$ cat config.mk
export PLATFORM = sky130hd
export DESIGN_NAME = dac_input_shadow_update
export DESIGN_NICKNAME = d
export VERILOG_FILES = /design/src/verilog/converter_pkg.sv /design/src/verilog/trigger_edge_select.sv /design/src/verilog/dac_input_shadow_update.sv
export SDC_FILE = /design/constraint.sdc
export NUM_CORES = 1
export LEC_CHECK = 0
export BUFFER_PORTS_ARGS = -buffer_cell sky130_fd_sc_hd__buf_2
export CORE_UTILIZATION = 55
export DETAILED_ROUTE_END_ITERATION = 8
export GPL_TIMING_DRIVEN = 1
export PLACE_DENSITY = 0.95
export SYNTH_ARGS = -nofsm -noshare
export SYNTH_HDL_FRONTEND = slang
export SYNTH_SLANG_ARGS = --single-unit
export TNS_END_PERCENT = 100
$ cat constraint.sdc
create_clock -name clk_i -period 3.55 [get_ports clk_i]
set_input_delay 0.355 -clock clk_i [delete_from_list [all_inputs] [get_ports clk_i]]
set_output_delay 0.355 -clock clk_i [all_outputs]
set_load 0.01 [all_outputs]
$ cat src/verilog/converter_pkg.sv
/*
 * Shared constants, types and register map of the converter input path.
 * Assumes a classic Wishbone slave port with 32-bit data and a 10 MHz clock.
 */
// Functional notes
// [RQ1] right alignment: low holds value 7..0, high bits 1..0 hold 9..8
// [RQ2] left alignment: high holds value 9..2, low bits 7..6 hold 1..0
// [RQ3] a low write alone never transfers a value until high is written
// [RQ4] converter reads only hidden shadow value, loaded whole in one edge
// [RQ5] manual mode: high write loads shadow from high and low at once
// [RQ6] auto mode: shadow loads on the selected trigger event, not the write
// [RQ7] auto mode: trigger loads only a pair completed by the high write
// [RQ8] auto mode with high-only writes: every trigger event loads shadow; the code loads only on edges that find the converter idle
// [RQ9] low change alone leaves the converted value unchanged in both modes
// [RQ10] software writes low first, then high; high alone for 8-bit use
// [RQ11] auto update starts on rising edge of the selected trigger flag
// [RQ12] edges during conversion ignored; held-high trigger starts nothing
// [RQ13] three-bit source field picks one of eight trigger sources
// [RQ14] alignment change reaches the output only at the next high write
// [RQ15] high and low read back as last written, never the shadow value
package converter_pkg;

    // ------------------------------------------------------------------
    // register map (byte addresses)
    // ------------------------------------------------------------------
    localparam logic [3:0] CONTROL_OFFSET = 4'h0;
    localparam logic [3:0] HIGH_OFFSET    = 4'h4;
    localparam logic [3:0] LOW_OFFSET     = 4'h8;
    localparam logic [3:0] STATUS_OFFSET  = 4'hC;

    // control register bit positions
    localparam int AUTO_TRIGGER_BIT = 7;
    localparam int SOURCE_MSB       = 6;
    localparam int SOURCE_LSB       = 4;
    localparam int LEFT_ALIGN_BIT   = 2;
    localparam int DRIVE_ENABLE_BIT = 1;
    localparam int ENABLE_BIT       = 0;

    // status register bit positions
    localparam int LOW_PENDING_BIT  = 0;
    localparam int BUSY_BIT         = 1;
    localparam int STAGED_FRESH_BIT = 2;
    localparam int EDGE_IGNORED_BIT = 3;

    // reset values
    localparam logic [7:0] CONTROL_RESET = 8'h00;
    localparam logic [7:0] HIGH_RESET    = 8'h00;
    localparam logic [7:0] LOW_RESET     = 8'h00;
    localparam logic [9:0] VALUE_RESET   = 10'h000;

    // ------------------------------------------------------------------
    // timing
    // ------------------------------------------------------------------
    localparam int CLK_PERIOD_NS      = 100;
    localparam int CONVERSION_TIME_NS = 1000;
    // least time, so rounded up to whole cycles
    localparam int CONVERSION_CYCLES =
        (CONVERSION_TIME_NS + CLK_PERIOD_NS - 1) / CLK_PERIOD_NS;
    localparam logic [3:0] CONVERSION_LAST =
        4'(CONVERSION_CYCLES - 1);

    // ------------------------------------------------------------------
    // types
    // ------------------------------------------------------------------
    typedef enum logic [2:0] {
        SRC_COMPARATOR0    = 3'h0,
        SRC_COMPARATOR1    = 3'h1,
        SRC_EXT_INTERRUPT0 = 3'h2,
        SRC_TIMER0_COMPARE = 3'h3,
        SRC_TIMER0_OVERFLOW = 3'h4,
        SRC_TIMER1_COMPARE_B = 3'h5,
        SRC_TIMER1_OVERFLOW = 3'h6,
        SRC_TIMER1_CAPTURE = 3'h7
    } trigger_source_t;

    typedef struct packed {
        logic            auto_trigger_enable;
        trigger_source_t trigger_source_select;
        logic            reserved_zero;
        logic            left_align_select;
        logic            drive_enable;
        logic            enable;
    } control_t;

    typedef struct packed {
        logic        cyc;
        logic        stb;
        logic        we;
        logic [3:0]  adr;
        logic [3:0]  sel;
        logic [31:0] dat;
    } wb_req_t;

    typedef enum logic [1:0] {
        REG_CONTROL = 2'h0,
        REG_HIGH    = 2'h1,
        REG_LOW     = 2'h2,
        REG_STATUS  = 2'h3
    } reg_id_t;

    typedef enum logic {
        CONV_IDLE = 1'b0,
        CONV_RUN  = 1'b1
    } conv_state_t;

endpackage

$ cat src/verilog/trigger_edge_select.sv
/*
 * Rising-edge detector on the selected trigger flag.
 * Assumes flags are synchronous to clk_i; output is a registered pulse.
 */
`timescale 1ns/1ps
module trigger_edge_select (
    input  wire logic                         clk_i,
    input  wire logic                         rst_i,
    input  wire logic [7:0]                   flags_i,
    input  wire converter_pkg::trigger_source_t select_i,
    output logic                              rise_o
);
    // history of every flag, so a source change does not fake an edge
    logic [7:0] flags_prev;

    always_ff @(posedge clk_i) begin
        if (rst_i) begin
            flags_prev <= 8'h00;
        end else begin
            flags_prev <= flags_i;
        end
    end

    // edge only: a flag that stays high gives no second pulse
    always_ff @(posedge clk_i) begin
        if (rst_i) begin
            rise_o <= 1'b0;
        end else begin
            rise_o <= flags_i[select_i] & ~flags_prev[select_i]; // [RQ11]
        end
    end
endmodule // trigger_edge_select

$ cat src/verilog/dac_input_shadow_update.sv
/*
 * Input data path of the 10-bit converter: control, high and low data
 * registers, alignment, hidden shadow value and trigger-driven update.
 * Assumes a classic Wishbone master, synchronous trigger flags from the
 * comparators, external interrupt and timers, and an analog core that
 * takes converted_value_o whenever it changes.
 */
`timescale 1ns/1ps
module dac_input_shadow_update (
    input  wire logic                   clk_i,
    input  wire logic                   rst_i,
    input  wire converter_pkg::wb_req_t wb_i,
    output logic                        wb_ack_o,
    output logic [31:0]                 wb_dat_o,
    input  wire logic [7:0]             trigger_flags_i,
    output logic [9:0]                  converted_value_o,
    output logic                        converter_enable_o,
    output logic                        output_drive_enable_o,
    output logic                        value_load_o,
    output logic                        conversion_busy_o
);

    // ------------------------------------------------------------------
    // address decode
    // ------------------------------------------------------------------
    function automatic logic decode_hit(
        input logic [3:0] adr,
        output converter_pkg::reg_id_t id
    );
        logic hit;
        hit = 1'b1;
        id  = converter_pkg::REG_CONTROL;
        unique case (adr)
            converter_pkg::CONTROL_OFFSET: id = converter_pkg::REG_CONTROL;
            converter_pkg::HIGH_OFFSET:    id = converter_pkg::REG_HIGH;
            converter_pkg::LOW_OFFSET:     id = converter_pkg::REG_LOW;
            converter_pkg::STATUS_OFFSET:  id = converter_pkg::REG_STATUS;
            default:                       hit = 1'b0;
        endcase
        return hit;
    endfunction

    // value as seen by the analog core for the given alignment
    function automatic logic [9:0] assemble(
        input logic [7:0] high,
        input logic [7:0] low,
        input logic       left
    );
        logic [9:0] v;
        if (left) begin
            v = {high, low[7:6]};                            // [RQ2]
        end else begin
            v = {high[1:0], low};                            // [RQ1]
        end
        return v;
    endfunction

    // ------------------------------------------------------------------
    // state
    // ------------------------------------------------------------------
    converter_pkg::control_t    control;
    logic [7:0]                 value_high;
    logic [7:0]                 value_low;
    logic [9:0]                 staged_value;
    logic                       staged_fresh;
    logic                       low_pending;
    logic                       edge_ignored;
    converter_pkg::conv_state_t conv_state;
    logic [3:0]                 conv_count;
    logic                       trigger_rise;

    converter_pkg::reg_id_t     req_id;
    logic                       req_hit;
    logic                       req_active;
    logic                       wr_fire;
    logic                       wr_lane0;
    logic [7:0]                 wr_byte;
    logic                       write_control;
    logic                       write_high;
    logic                       write_low;
    logic                       write_status;
    logic                       load_now;
    logic [9:0]                 next_value;
    logic [9:0]                 next_staged;
    logic [31:0]                read_word;

    // ------------------------------------------------------------------
    // bus slave
    // ------------------------------------------------------------------
    always_comb begin
        req_hit = decode_hit(wb_i.adr, req_id);
    end

    assign req_active = wb_i.cyc & wb_i.stb;
    // a write acts at the edge that also sees ack high
    assign wr_fire  = req_active & wb_i.we & wb_ack_o & req_hit;
    assign wr_lane0 = wr_fire & wb_i.sel[0];
    assign wr_byte  = wb_i.dat[7:0];

    assign write_control = wr_lane0 && req_id == converter_pkg::REG_CONTROL;
    assign write_high    = wr_lane0 && req_id == converter_pkg::REG_HIGH;
    assign write_low     = wr_lane0 && req_id == converter_pkg::REG_LOW;
    assign write_status  = wr_lane0 && req_id == converter_pkg::REG_STATUS;

    // one-cycle ack, dropped the cycle after; unmapped reads give zero
    always_ff @(posedge clk_i) begin
        if (rst_i) begin
            wb_ack_o <= 1'b0;
        end else begin
            wb_ack_o <= req_active & ~wb_ack_o;
        end
    end

    always_comb begin
        read_word = 32'h0000_0000;
        if (req_hit) begin
            unique case (req_id)
                converter_pkg::REG_CONTROL: read_word[7:0] = control;
                converter_pkg::REG_HIGH:    read_word[7:0] = value_high;
                converter_pkg::REG_LOW:     read_word[7:0] = value_low;
                converter_pkg::REG_STATUS: begin
                    read_word[converter_pkg::LOW_PENDING_BIT]  = low_pending;
                    read_word[converter_pkg::BUSY_BIT] =
                        conv_state == converter_pkg::CONV_RUN;
                    read_word[converter_pkg::STAGED_FRESH_BIT] = staged_fresh;
                    read_word[converter_pkg::EDGE_IGNORED_BIT] = edge_ignored;
                end
            endcase
        end
    end

    // data registers read back, never the hidden shadow
    always_ff @(posedge clk_i) begin
        if (rst_i) begin
            wb_dat_o <= 32'h0000_0000;
        end else if (req_active & ~wb_ack_o & ~wb_i.we) begin
            wb_dat_o <= read_word;                           // [RQ15]
        end
    end

    // ------------------------------------------------------------------
    // software registers
    // ------------------------------------------------------------------
    always_ff @(posedge clk_i) begin
        if (rst_i) begin
            control <= converter_pkg::CONTROL_RESET;
        end else if (write_control) begin
            control <= {wr_byte[7:4], 1'b0,
                        wr_byte[2:0]};                       // [RQ13]
        end
    end

    always_ff @(posedge clk_i) begin
        if (rst_i) begin
            value_high <= converter_pkg::HIGH_RESET;
        end else if (write_high) begin
            value_high <= wr_byte;
        end
    end

    // a low write lands here only; nothing downstream sees it yet
    always_ff @(posedge clk_i) begin
        if (rst_i) begin
            value_low <= converter_pkg::LOW_RESET;
        end else if (write_low) begin
            value_low <= wr_byte;                            // [RQ3] [RQ9]
        end
    end

    // informational: a low write still waiting for its high partner
    always_ff @(posedge clk_i) begin
        if (rst_i) begin
            low_pending <= 1'b0;
        end else if (write_low) begin
            low_pending <= 1'b1;
        end else if (write_high) begin
            low_pending <= 1'b0;                             // [RQ10]
        end
    end

    // ------------------------------------------------------------------
    // staging: the pair completed by a high write
    // ------------------------------------------------------------------
    // alignment is sampled here, so a later change waits for a high write
    assign next_staged =
        assemble(wr_byte, value_low, control.left_align_select); // [RQ14]

    always_ff @(posedge clk_i) begin
        if (rst_i) begin
            staged_value <= converter_pkg::VALUE_RESET;
        end else if (write_high) begin
            staged_value <= next_staged;                     // [RQ7]
        end
    end

    // freshness is reported only; an old pair still reloads on each trigger
    // edge that finds the converter idle, which gives plain 8-bit use without rewriting
    always_ff @(posedge clk_i) begin
        if (rst_i) begin
            staged_fresh <= 1'b0;
        end else if (write_high) begin
            staged_fresh <= 1'b1;
        end else if (load_now) begin
            staged_fresh <= 1'b0;
        end
    end

    // ------------------------------------------------------------------
    // trigger
    // ------------------------------------------------------------------
    trigger_edge_select u_trigger (
        .clk_i    (clk_i),
        .rst_i    (rst_i),
        .flags_i  (trigger_flags_i),
        .select_i (control.trigger_source_select),
        .rise_o   (trigger_rise)
    );

    // manual mode loads on the high write itself, auto mode on an edge
    // that finds the converter idle
    always_comb begin
        load_now   = 1'b0;
        next_value = converted_value_o;
        if (!control.auto_trigger_enable) begin
            if (write_high) begin
                load_now   = 1'b1;                           // [RQ5]
                next_value = next_staged;
            end
        end else if (trigger_rise &&
                     conv_state == converter_pkg::CONV_IDLE) begin
            load_now   = 1'b1;                               // [RQ6] [RQ8]
            next_value = staged_value;
        end
    end

    // edge seen while busy is dropped; flag stays until written with one
    always_ff @(posedge clk_i) begin
        if (rst_i) begin
            edge_ignored <= 1'b0;
        end else if (control.auto_trigger_enable && trigger_rise &&
                     conv_state == converter_pkg::CONV_RUN) begin
            edge_ignored <= 1'b1;                            // [RQ12]
        end else if (write_status &&
                     wr_byte[converter_pkg::EDGE_IGNORED_BIT]) begin
            edge_ignored <= 1'b0;
        end
    end

    // ------------------------------------------------------------------
    // conversion timing
    // ------------------------------------------------------------------
    // a trigger still high at the end gives no new edge, so no restart
    always_ff @(posedge clk_i) begin
        if (rst_i) begin
            conv_state <= converter_pkg::CONV_IDLE;
            conv_count <= 4'h0;
        end else begin
            unique case (conv_state)
                converter_pkg::CONV_IDLE: begin
                    conv_count <= 4'h0;
                    if (load_now) begin
                        conv_state <= converter_pkg::CONV_RUN;
                    end
                end
                converter_pkg::CONV_RUN: begin
                    if (load_now) begin
                        conv_count <= 4'h0;
                    end else if (conv_count ==
                                 converter_pkg::CONVERSION_LAST) begin
                        conv_state <= converter_pkg::CONV_IDLE; // [RQ12]
                        conv_count <= 4'h0;
                    end else begin
                        conv_count <= conv_count + 4'h1;
                    end
                end
            endcase
        end
    end

    // ------------------------------------------------------------------
    // shadow value and outputs
    // ------------------------------------------------------------------
    // the whole 10-bit word changes in one edge, never half of it
    always_ff @(posedge clk_i) begin
        if (rst_i) begin
            converted_value_o <= converter_pkg::VALUE_RESET;
        end else begin
            converted_value_o <= next_value;                 // [RQ4]
        end
    end

    always_ff @(posedge clk_i) begin
        if (rst_i) begin
            value_load_o <= 1'b0;
        end else begin
            value_load_o <= load_now;
        end
    end

    always_ff @(posedge clk_i) begin
        if (rst_i) begin
            conversion_busy_o <= 1'b0;
        end else begin
            conversion_busy_o <= load_now ||
                (conv_state == converter_pkg::CONV_RUN &&
                 conv_count != converter_pkg::CONVERSION_LAST);
        end
    end

    always_ff @(posedge clk_i) begin
        if (rst_i) begin
            converter_enable_o    <= 1'b0;
            output_drive_enable_o <= 1'b0;
        end else begin
            converter_enable_o    <= control.enable;
            output_drive_enable_o <= control.drive_enable;
        end
    end

endmodule // dac_input_shadow_update

==> out/results.ini, run 1 <==
[critical_path]
cpMaxStageDelayCell = a31oi_1
cp_max_fo = 26
critical_path.top_delay_family = compound AO/OA/AOI/OAI gates
r2r_end = converted_value_o[9]$_SDFFE_PP0P_
max_stage_delay_ps = 920
r2r_cells = 4
cp_cell_sequence = nor3b_1 -> a31oi_1 -> or2_4 -> o31ai_1
cp-start-kind = flip-flop
path_class = flip-flop to flip-flop
cp.arrival_ps = 2700
timing.reg2reg.setup_slack_ps = 1080
end_kind = flip-flop
r2r_start = control[7]$_SDFFE_PP0P_
cp_num_buf_inv = 0
cp_data_required_time_ps = 3780

[yosys]
synth-async-reset-ratio = 0
yosysWarnings = 0
synth_seq_cells = 73
synth_cell_types = 39
ys.flop_type = dfxtp_1
yosys-top-cells-count = 73 x dfxtp_1, 49 x nand2_1, 38 x nor2_1, 27 x buf_4, 22 x a21oi_1
synthDominantCellAreaShare = 0.446
yosysTopAreaCell = dfxtp_1
synth.area.top_cells = dfxtp_1 45%, buf_4 6.2%, nand2_1 5.6%
synth_edf_count = 0
synth.yosys.seq_area_share = 0.446
synth_area_um2 = 3280
yosysMostFrequentCell = dfxtp_1
syn_inst = 363
avgSynthCellArea_um2 = 9.02

[global_routing]
grt_pass1_vias = 2376
grtUsageTotal = 0.234
grt_start_max_net_pins = 41
antenna_found_initial = 0
grt_pass1_wl_um = 11200
grt_overflow_total = 0

[clocking]
hold_buffers = 0
clkLatencyLatePin_ps = 350
clockBufferDepth = 2
cts_tree = done
cts.root.buffer_cell = clkbuf_8
cts_resized = 0
numCtsBuffers = 9
clock_sink_count = 73
postCtsSetupBuffers = 0
h-tree-depth = 3
clk_pin_slew_worst_paths_ps = 70

[floorplanning]
die_h_um = 79.2
die_area_um2 = 6270
ios = 100
die-width_um = 79.2
rows = 27
core_um2 = 5610
start_util = 0.584

[sta]
fin_crit_sh = 0.696
fin_ws_ps = 1080
fin_tns_setup_ps = 0
fin_skew_ps = 5.37
slew-limit-headroom = 0.200
final-hold-violation-count = 0
rsz0062_at_grt = no
maxSlewViolCount = 0
tightest_slew_ps = 1190
setup_viol = 0
whs_ps = 242
layout_min_cycle_time_ps = 2470
maxClockFrequency_ghz = 0.405

[pwr]
p_leak_nw = 1.62
vdd_ir_drop_max_uv = 227
total_power_mw = 1.58
power_density_nw_per_um2 = 435

[hold_path]
holdCritStartpoint = trigger_flags_i[4]
min_path_type = input pin to flip-flop
worstHoldPathCells = 3
hold-path-endpoint = u_trigger.flags_prev[4]$_SDFF_PP0_

[cells_and_area]
drive_gt1_frac = 0.199
antenna_cells = 0
area_growth_pct = 10.6
fin_nets = 457
design_area_um2 = 3620
fin_util = 0.646
n_fill_cell = 472
instances_no_fill = 479

[placed_design]
dp_hpwl_um = 4680
portBuffers = 48
gp_congestion = 0.874
dpl-instance-area_um2 = 3420
post-place-cells = 463
dp_slack_ps = 1040

[route]
drt_wl_total_um = 6870
vias = 2587
wl_per_cell_um = 14.3
via_per_inst = 5.40
first_pass_iters = 4
ant_nets = 0
drc_errors = 0
initialDrtViolationCount = 244

[status]
status = finished, final reports clean

[flow_run]
cap_violations = 0

per-layer routing:
metal  vias to the layer above  global-route usage  routed length [um]
li1                       1268                   -                   -
met5                         -                   0                   0
met3                        19              0.0448                 456
met4                         0               0.129                 171
met1                      1206               0.293                3050
met2                        94               0.375                3200
cell usage in the layout, fill, tap and decap left out, drive strengths merged, types with 9 or more instances in the layout:
cell | netlist | routed
conb | 1 | 24
a21oi | 22 | 22
nor2 | 39 | 39
nand2 | 49 | 49
inv | 9 | 9
nand3b | 12 | 12
buf | 34 | 50
dfxtp | 73 | 73
clkbuf | 11 | 14
o31ai | 10 | 10
mux2 | 11 | 11
mux2i | 18 | 18
nor2b | 18 | 18
worst max-delay path by stage:
stage / depth (start not counted) / slack (ps) / to / from
after floorplan: 5 / 2150 / control[7]$_SDFFE_PP0P_ / wb_i[38]
after global placement: 4 / 1240 / converted_value_o[5]$_SDFFE_PP0P_ / control[7]$_SDFFE_PP0P_
after detailed placement: 4 / 1040 / converted_value_o[3]$_SDFFE_PP0P_ / control[7]$_SDFFE_PP0P_
after CTS: 4 / 1020 / converted_value_o[8]$_SDFFE_PP0P_ / control[7]$_SDFFE_PP0P_
after global routing: 4 / 850 / converted_value_o[7]$_SDFFE_PP0P_ / control[7]$_SDFFE_PP0P_
final: 4 / 1080 / converted_value_o[9]$_SDFFE_PP0P_ / control[7]$_SDFFE_PP0P_
kinds of logic (layout without fill, tap and decap cells):
kind of cell               count (synthesis)  in the layout  synth area share
and+or+nand+nor                          135            135             0.201
DFF                                       73             73             0.446
AOI/OAI and AO/OA                         66             66             0.139
buffers and inverters                     54             75            0.0993
muxes                                     30             30            0.0997
adders and majority gates                  2              2           0.00764
xor gates and xnor gates                   2              2           0.00535
other                                      1             24           0.00114
worst min-delay path: stages:
cell	delay (ps)
buf_2	70
inv_1	40
nor2_1	80
state kept, by name, summed over array words and instances (netlist names):
| name | flops |
|---|---|
| conv_state | 1 |
| wb_ack_o | 1 |
| conv_count | 4 |
| staged_value | 10 |
| value_low | 8 |
| converted_value_o | 10 |
| control | 7 |
| u_trigger.rise_o | 1 |
| staged_fresh | 1 |
| converter_enable_o | 1 |
| low_pending | 1 |
| wb_dat_o | 8 |
| value_high | 8 |
| edge_ignored | 1 |
| u_trigger.flags_prev | 8 |
| value_load_o | 1 |
| output_drive_enable_o | 1 |
| conversion_busy_o | 1 |
layout make-up:
cell class | instances | area [um^2] | area share
Clock inverter | 2 | 35.0 | 0.00967
Tap cell | 72 | 90.1 | 0.0249
Multi-Input combinational cell | 259 | 1580 | 0.435
Timing Repair Buffer | 50 | 255 | 0.0704
Clock buffer | 14 | 173 | 0.0477
Inverter | 9 | 33.8 | 0.00932
Sequential cell | 73 | 1460 | 0.403
power by group:
group	total, mW	internal [mW]	switching [mW]
logic	0.0812	0.0263	0.0549
registers	0.828	0.825	0.00297
clock network	0.667	0.382	0.286
total	1.58	1.23	0.344
Power figures use the tool's default switching activity.
==> run 2: changes to the inputs <==
--- a/config.mk
+++ b/config.mk
@@ -6,10 +6,10 @@
 export NUM_CORES = 1
 export LEC_CHECK = 0
 export BUFFER_PORTS_ARGS = -buffer_cell sky130_fd_sc_hd__buf_2
-export CORE_UTILIZATION = 55
+export CORE_UTILIZATION = 46
 export DETAILED_ROUTE_END_ITERATION = 8
 export GPL_TIMING_DRIVEN = 1
-export PLACE_DENSITY = 0.95
+export PLACE_DENSITY = 0.88
 export SYNTH_ARGS = -nofsm -noshare
 export SYNTH_HDL_FRONTEND = slang
 export SYNTH_SLANG_ARGS = --single-unit
==> constraint.sdc (replaced) <==
create_clock -name clk_i -period 2.1 [get_ports clk_i]
set_input_delay 0.21 -clock clk_i [delete_from_list [all_inputs] [get_ports clk_i]]
set_output_delay 0.21 -clock clk_i [all_outputs]
set_load 0.01 [all_outputs]
==> run 2 against run 1 <==
Sequential power is 69% higher; setup slack worse by 660 ps; flip-flop and latch count stayed put; non-clock buffer count is 6 higher; routed wire length is 2.3% higher; largest cell class unchanged.
==> out/results.ini, run 2 (synthesized netlist as in run 1, its figures left out) <==
[pwr]
p_sw_mw = 0.590  ; +72%
seqPwrFrac = 0.555  ; +0.030
power_density_nw_per_um2 = 687  ; +58%
swShare = 0.234  ; +0.0162
share_comb_of_total_power = 0.056  ; +0.004
clkPwrFrac = 0.389  ; -0.034
internal-power_mw = 1.93  ; +57%
p_leak_nw = 1.64  ; +0.97%
vdd_ir_drop_max_uv = 354  ; +56%

[global_routing]
antenna_found_initial = 0  ; unchanged
grt_pass1_vias = 2408  ; +1.3%
grt_pass1_wl_um = 11200  ; -0.12%
grtUsageTotal = 0.199  ; -0.0344
grt_overflow_total = 0  ; unchanged
grt_start_max_net_pins = 24  ; -41%

[route]
vias = 2607  ; +0.77%
drt_wl_total_um = 7030  ; +2.3%
drc_errors = 0  ; unchanged
wl_per_cell_um = 13.8  ; -3.7%
initialDrtViolationCount = 181  ; -26%
via_per_inst = 5.12  ; -5.2%
first_pass_iters = 4  ; unchanged
ant_nets = 0  ; unchanged

[clocking]
hold_buffers = 0  ; unchanged
clock_sink_count = 73  ; unchanged
clkLatencyLatePin_ps = 340  ; about the same
h-tree-depth = 3  ; unchanged
postCtsSetupBuffers = 0  ; unchanged
clk_pin_slew_worst_paths_ps = 70  ; about the same
numCtsBuffers = 9  ; unchanged
cts.root.buffer_cell = clkbuf_8
clockBufferDepth = 2  ; unchanged
cts_resized = 0  ; unchanged
cts_tree = done

[sta]
slew-limit-headroom = 0.577  ; +0.377
fin_crit_sh = 0.800  ; +0.105
maxSlewViolCount = 0  ; unchanged
final-hold-violation-count = 0  ; unchanged
tightest_slew_ps = 633  ; -562 ps
whs_ps = 98.1  ; -144 ps
fin_skew_ps = 4.98  ; -0.387 ps
maxClockFrequency_ghz = 0.595  ; +47%
rsz0062_at_grt = no
layout_min_cycle_time_ps = 1680  ; -789 ps
setup_viol = 0  ; unchanged
fin_tns_setup_ps = 0  ; unchanged

[critical_path]
cp.arrival_ps = 1910  ; -790 ps
cp_data_required_time_ps = 2330  ; -1450 ps
end_kind = flip-flop
r2r_cells = 4  ; unchanged
timing.reg2reg.setup_slack_ps = 420  ; -660 ps
cp-start-kind = flip-flop
path_class = flip-flop to flip-flop
cp_max_fo = 9  ; -65%

[floorplanning]
ios = 100  ; unchanged
core_um2 = 6830  ; +22%
start_util = 0.479  ; -0.105
die_area_um2 = 7460  ; +19%
rows = 30  ; +11%
die-width_um = 86.4  ; +9.1%
die_h_um = 86.4  ; +9.1%

[hold_path]
min_path_type = input pin to flip-flop
worstHoldPathCells = 3  ; unchanged

[cells_and_area]
area_growth_pct = 11.9
layout_commonest_cell = dfxtp_1
antenna_cells = 0  ; unchanged
drive_gt1_frac = 0.211  ; +0.0116
largest_registers = converted_value_o: 10 flops, staged_value: 10 flops
final_cell_mix = 73 x dfxtp_1, 49 x nand2_1, 48 x buf_2, 38 x nor2_1, 24 x conb_1
fin_nets = 463  ; +1.3%

[flow_run]
cap_violations = 0  ; unchanged

[placed_design]
dp_hpwl_um = 4940  ; +5.4%
portBuffers = 48  ; unchanged
gp_congestion = 0.848  ; -3.0%

[status]
status = finished, final reports clean

-- run 2: cell count changes in the layout (fill, tap and decap cells not counted), sizes merged --
cell / delta
clkinv: +2
clkbuf: -1
buf: +6
bufinv: -1
-- run 2: path summary, 6_finish.rpt --
check / start / endpoint
max: wb_ack_o$_SDFF_PP0_ / value_low[4]$_SDFFE_PP0P_
min: trigger_flags_i[0] / u_trigger.flags_prev[0]$_SDFF_PP0_
max reg2reg: wb_ack_o$_SDFF_PP0_ / value_low[4]$_SDFFE_PP0P_
min reg2reg: wb_dat_o[0]$_SDFFE_PP0P_ / wb_dat_o[0]$_SDFFE_PP0P_
-- run 2: power by group through the flow --
stage                     logic (mW)  registers, mW  clock network [mW]
after floorplan                0.117           1.43                   0
after global placement         0.134           1.43                   0
after detailed placement       0.138           1.43                   0
after CTS                      0.139           1.40               0.987
after global routing           0.153           1.40                1.06
final                          0.140           1.40               0.981
-- run 2: metrics by stage --
step / setup WS [ps] / util / power (mW) / instances / cell area [um^2]
finish: 420 / 0.536 / 2.52 / 509 / 3660
CTS: 458 / 0.536 / 2.52 / 509 / 3660
global placement: 449 / 0.511 / 1.56 / 493 / 3490
floorplan: 771 / - / 1.55 / 386 / 3360
global route: 291 / 0.536 / 2.61 / 509 / 3660
detailed placement: 418 / 0.511 / 1.57 / 493 / 3490
-- run 2: cell type report --
cell class	count	area, um^2
flip-flops and latches	73	1460
multi-input cells	259	1580
inverters	9	33.8
clock buffers	13	159
well taps	96	120
fillers	640	3170
repair buffers	56	300
clock inverters	3	15.0
-- run 2: critical path: stages (launching register included) --
cell and delay, ps:
dfxtp_1 370, and4bb_2 320, nand3_1 480, mux2i_1 330, nor2_1 60
-- run 2: layer usage --
| metal | track usage | wire [um] |
|---|---|---|
| met1 | 0.231 | 3070 |
| met2 | 0.346 | 3430 |
| met3 | 0.0390 | 388 |
| met4 | 0.109 | 151 |
| met5 | 0 | 0 |
==> run 3: changes to the inputs <==
==> constraint.sdc (replaced) <==
create_clock -name clk_i -period 1.5 [get_ports clk_i]
set_input_delay 0.15 -clock clk_i [delete_from_list [all_inputs] [get_ports clk_i]]
set_output_delay 0.15 -clock clk_i [all_outputs]
set_load 0.01 [all_outputs]
==> run 3 against run 2 <==
Setup slack worse by 330 ps; cell area is 2.6% higher; power is 52% higher; die area stayed put; sequential power is 40% higher; critical path depth is 1 higher; final cell count is 0.98% higher; flip-flop and latch count stayed put; count of clock-buffer cells in the layout is 4 lower; routed wire length is 0.23% higher; sequential share of layout area is 0.98 points lower; combinational power is 44% higher; critical path type unchanged; largest cell class unchanged.
==> out/results.ini, run 3 (synthesized netlist as in run 1, its figures left out) <==
[placed_design]
post-place-cells = 498  ; +1.0%
portBuffers = 48  ; unchanged
dp_hpwl_um = 5020  ; +1.6%
gp_congestion = 0.853  ; +0.59%
dpl-instance-area_um2 = 3540  ; +1.4%

[route]
drc_errors = 0  ; unchanged
drt_wl_total_um = 7050  ; +0.23%
ant_nets = 0  ; unchanged
via_per_inst = 5.12  ; about the same
initialDrtViolationCount = 278  ; +54%
vias = 2634  ; +1.0%
first_pass_iters = 4  ; unchanged
wl_per_cell_um = 13.7  ; -0.75%

[critical_path]
cp_cell_sequence = and4bb_2 -> nand3_1 -> buf_4 -> mux2i_1 -> nor2_1
cp_max_fo = 9  ; unchanged
r2r_cells = 5  ; +1
cp_data_required_time_ps = 1730  ; -600 ps
cp-start-kind = flip-flop
cp.arrival_ps = 1630  ; -280 ps
path_class = flip-flop to flip-flop
end_kind = flip-flop
cpMaxStageDelayCell = dfxtp_1
max_stage_delay_ps = 400  ; -80 ps

[clocking]
postCtsSetupBuffers = 0  ; unchanged
numCtsBuffers = 9  ; unchanged
clockBufferDepth = 2  ; unchanged
cts_tree = done
clock_sink_count = 73  ; unchanged
clkLatencyLatePin_ps = 350  ; about the same
hold_buffers = 0  ; unchanged
h-tree-depth = 3  ; unchanged
cts.root.buffer_cell = clkbuf_8
clk_pin_slew_worst_paths_ps = 80  ; about the same

[cells_and_area]
instances_no_fill = 514  ; +0.98%
fin_util = 0.550  ; +0.0139
final_cell_mix = 72 x dfxtp_1, 49 x nand2_1, 48 x buf_2, 38 x nor2_1, 24 x conb_1
drive_gt1_frac = 0.227  ; +0.0166
largest_registers = converted_value_o: 10 flops, staged_value: 10 flops
layout_commonest_cell = dfxtp_1
antenna_cells = 0  ; unchanged
area_growth_pct = 14.8
design_area_um2 = 3760  ; +2.6%
fin_nets = 468  ; +1.1%

[floorplanning]
die-width_um = 86.4  ; unchanged
ios = 100  ; unchanged
core_um2 = 6830  ; unchanged
die_h_um = 86.4  ; unchanged
rows = 30  ; unchanged
start_util = 0.479  ; unchanged
die_area_um2 = 7460  ; unchanged

[global_routing]
antenna_found_initial = 0  ; unchanged
grt_pass1_vias = 2436  ; +1.2%
grt_overflow_total = 0  ; unchanged
grtUsageTotal = 0.197  ; -0.00232
grt_start_max_net_pins = 38  ; +58%
grt_pass1_wl_um = 11200  ; unchanged

[pwr]
power_density_nw_per_um2 = 1020  ; +49%
p_leak_nw = 1.68  ; +2.5%
vdd_ir_drop_max_uv = 735  ; +110%

[sta]
setup_viol = 0  ; unchanged
layout_min_cycle_time_ps = 1410  ; -275 ps
final-hold-violation-count = 0  ; unchanged
tightest_slew_ps = 670  ; +36.9 ps
rsz0062_at_grt = no
fin_crit_sh = 0.937  ; +0.137
slew-limit-headroom = 0.552  ; -0.0246
fin_skew_ps = 8.51  ; +3.52 ps
fin_tns_setup_ps = 0  ; unchanged
maxClockFrequency_ghz = 0.711  ; +20%
maxSlewViolCount = 0  ; unchanged

[hold_path]
worstHoldPathCells = 2  ; -1
min_path_type = input pin to flip-flop

[flow_run]
cap_violations = 0  ; unchanged

[status]
status = finished, final reports clean

==> run 3: cell count changes in the layout (fill, tap and decap cells not counted) <==
cell / before / now
clkinv_2: 3 / 2
buf_12: 0 / 1
clkbuf_1: 2 / 0
dfxtp_1: 73 / 72
clkbuf_8: 11 / 9
bufinv_16: 0 / 2
buf_4: 8 / 12
inv_6: 0 / 1
dfxtp_2: 0 / 1
clkinvlp_4: 0 / 2
==> run 3: worst max-delay path: cells and delay by family, from the launching register on <==
family	cells	cell delay, ps
and+or+nand+nor	3	480
DFF	1	400
buffers and inverters	1	200
muxes	1	200
==> run 3: what timing repair did <==
item	in CTS	in global routing
hold endpoints to repair	0	0
endpoints found under the setup margin	0	1
gates resized for setup	0	1
==> run 3: where the power goes <==
part / switching (mW) / internal, mW
combinational: 0.130 / 0.0707
sequential: 0.00636 / 1.95
clock: 0.747 / 0.935
==> run 3: through the flow <==
step | setup WS (ps) | power (mW) | hold WS, ps
2_1_floorplan | 171 | 2.16 | 278
6_report | 94.3 | 3.84 | 32.8
5_1_grt | 24.9 | 3.99 | 24.6
3_3_place_gp | 67.0 | 2.20 | 379
3_5_place_dp | 22.5 | 2.20 | 387
4_1_cts | 30.2 | 3.87 | 22.0
==> run 3: final cells by class <==
cell class	count	area [um^2]
clock buffer	9	124
multi-input combinational	259	1580
inverter	9	33.8
sequential	73	1460
tap	96	120
timing repair buffer	61	350
fill	627	3070
clock inverter	7	93.8
==> run 3: worst paths after layout <==
kind,to,slack [ps],start
worst min-delay path,u_trigger.flags_prev[5]$_SDFF_PP0_,30,trigger_flags_i[5]
worst max register to register,value_low[5]$_SDFFE_PP0P_,90,wb_ack_o$_SDFF_PP0_
worst max-delay path,value_low[5]$_SDFFE_PP0P_,90,wb_ack_o$_SDFF_PP0_
worst min register to register,wb_dat_o[4]$_SDFFE_PP0P_,460,wb_dat_o[4]$_SDFFE_PP0P_
==> run 3: metal layers <==
layer	GRT usage	up-vias	share of wire
li1	-	1288	-
met1	0.230	1263	0.44
met2	0.343	76	0.49
met3	0.0676	7	0.058
met4	0.0545	0	0.010
met5	0	-	0
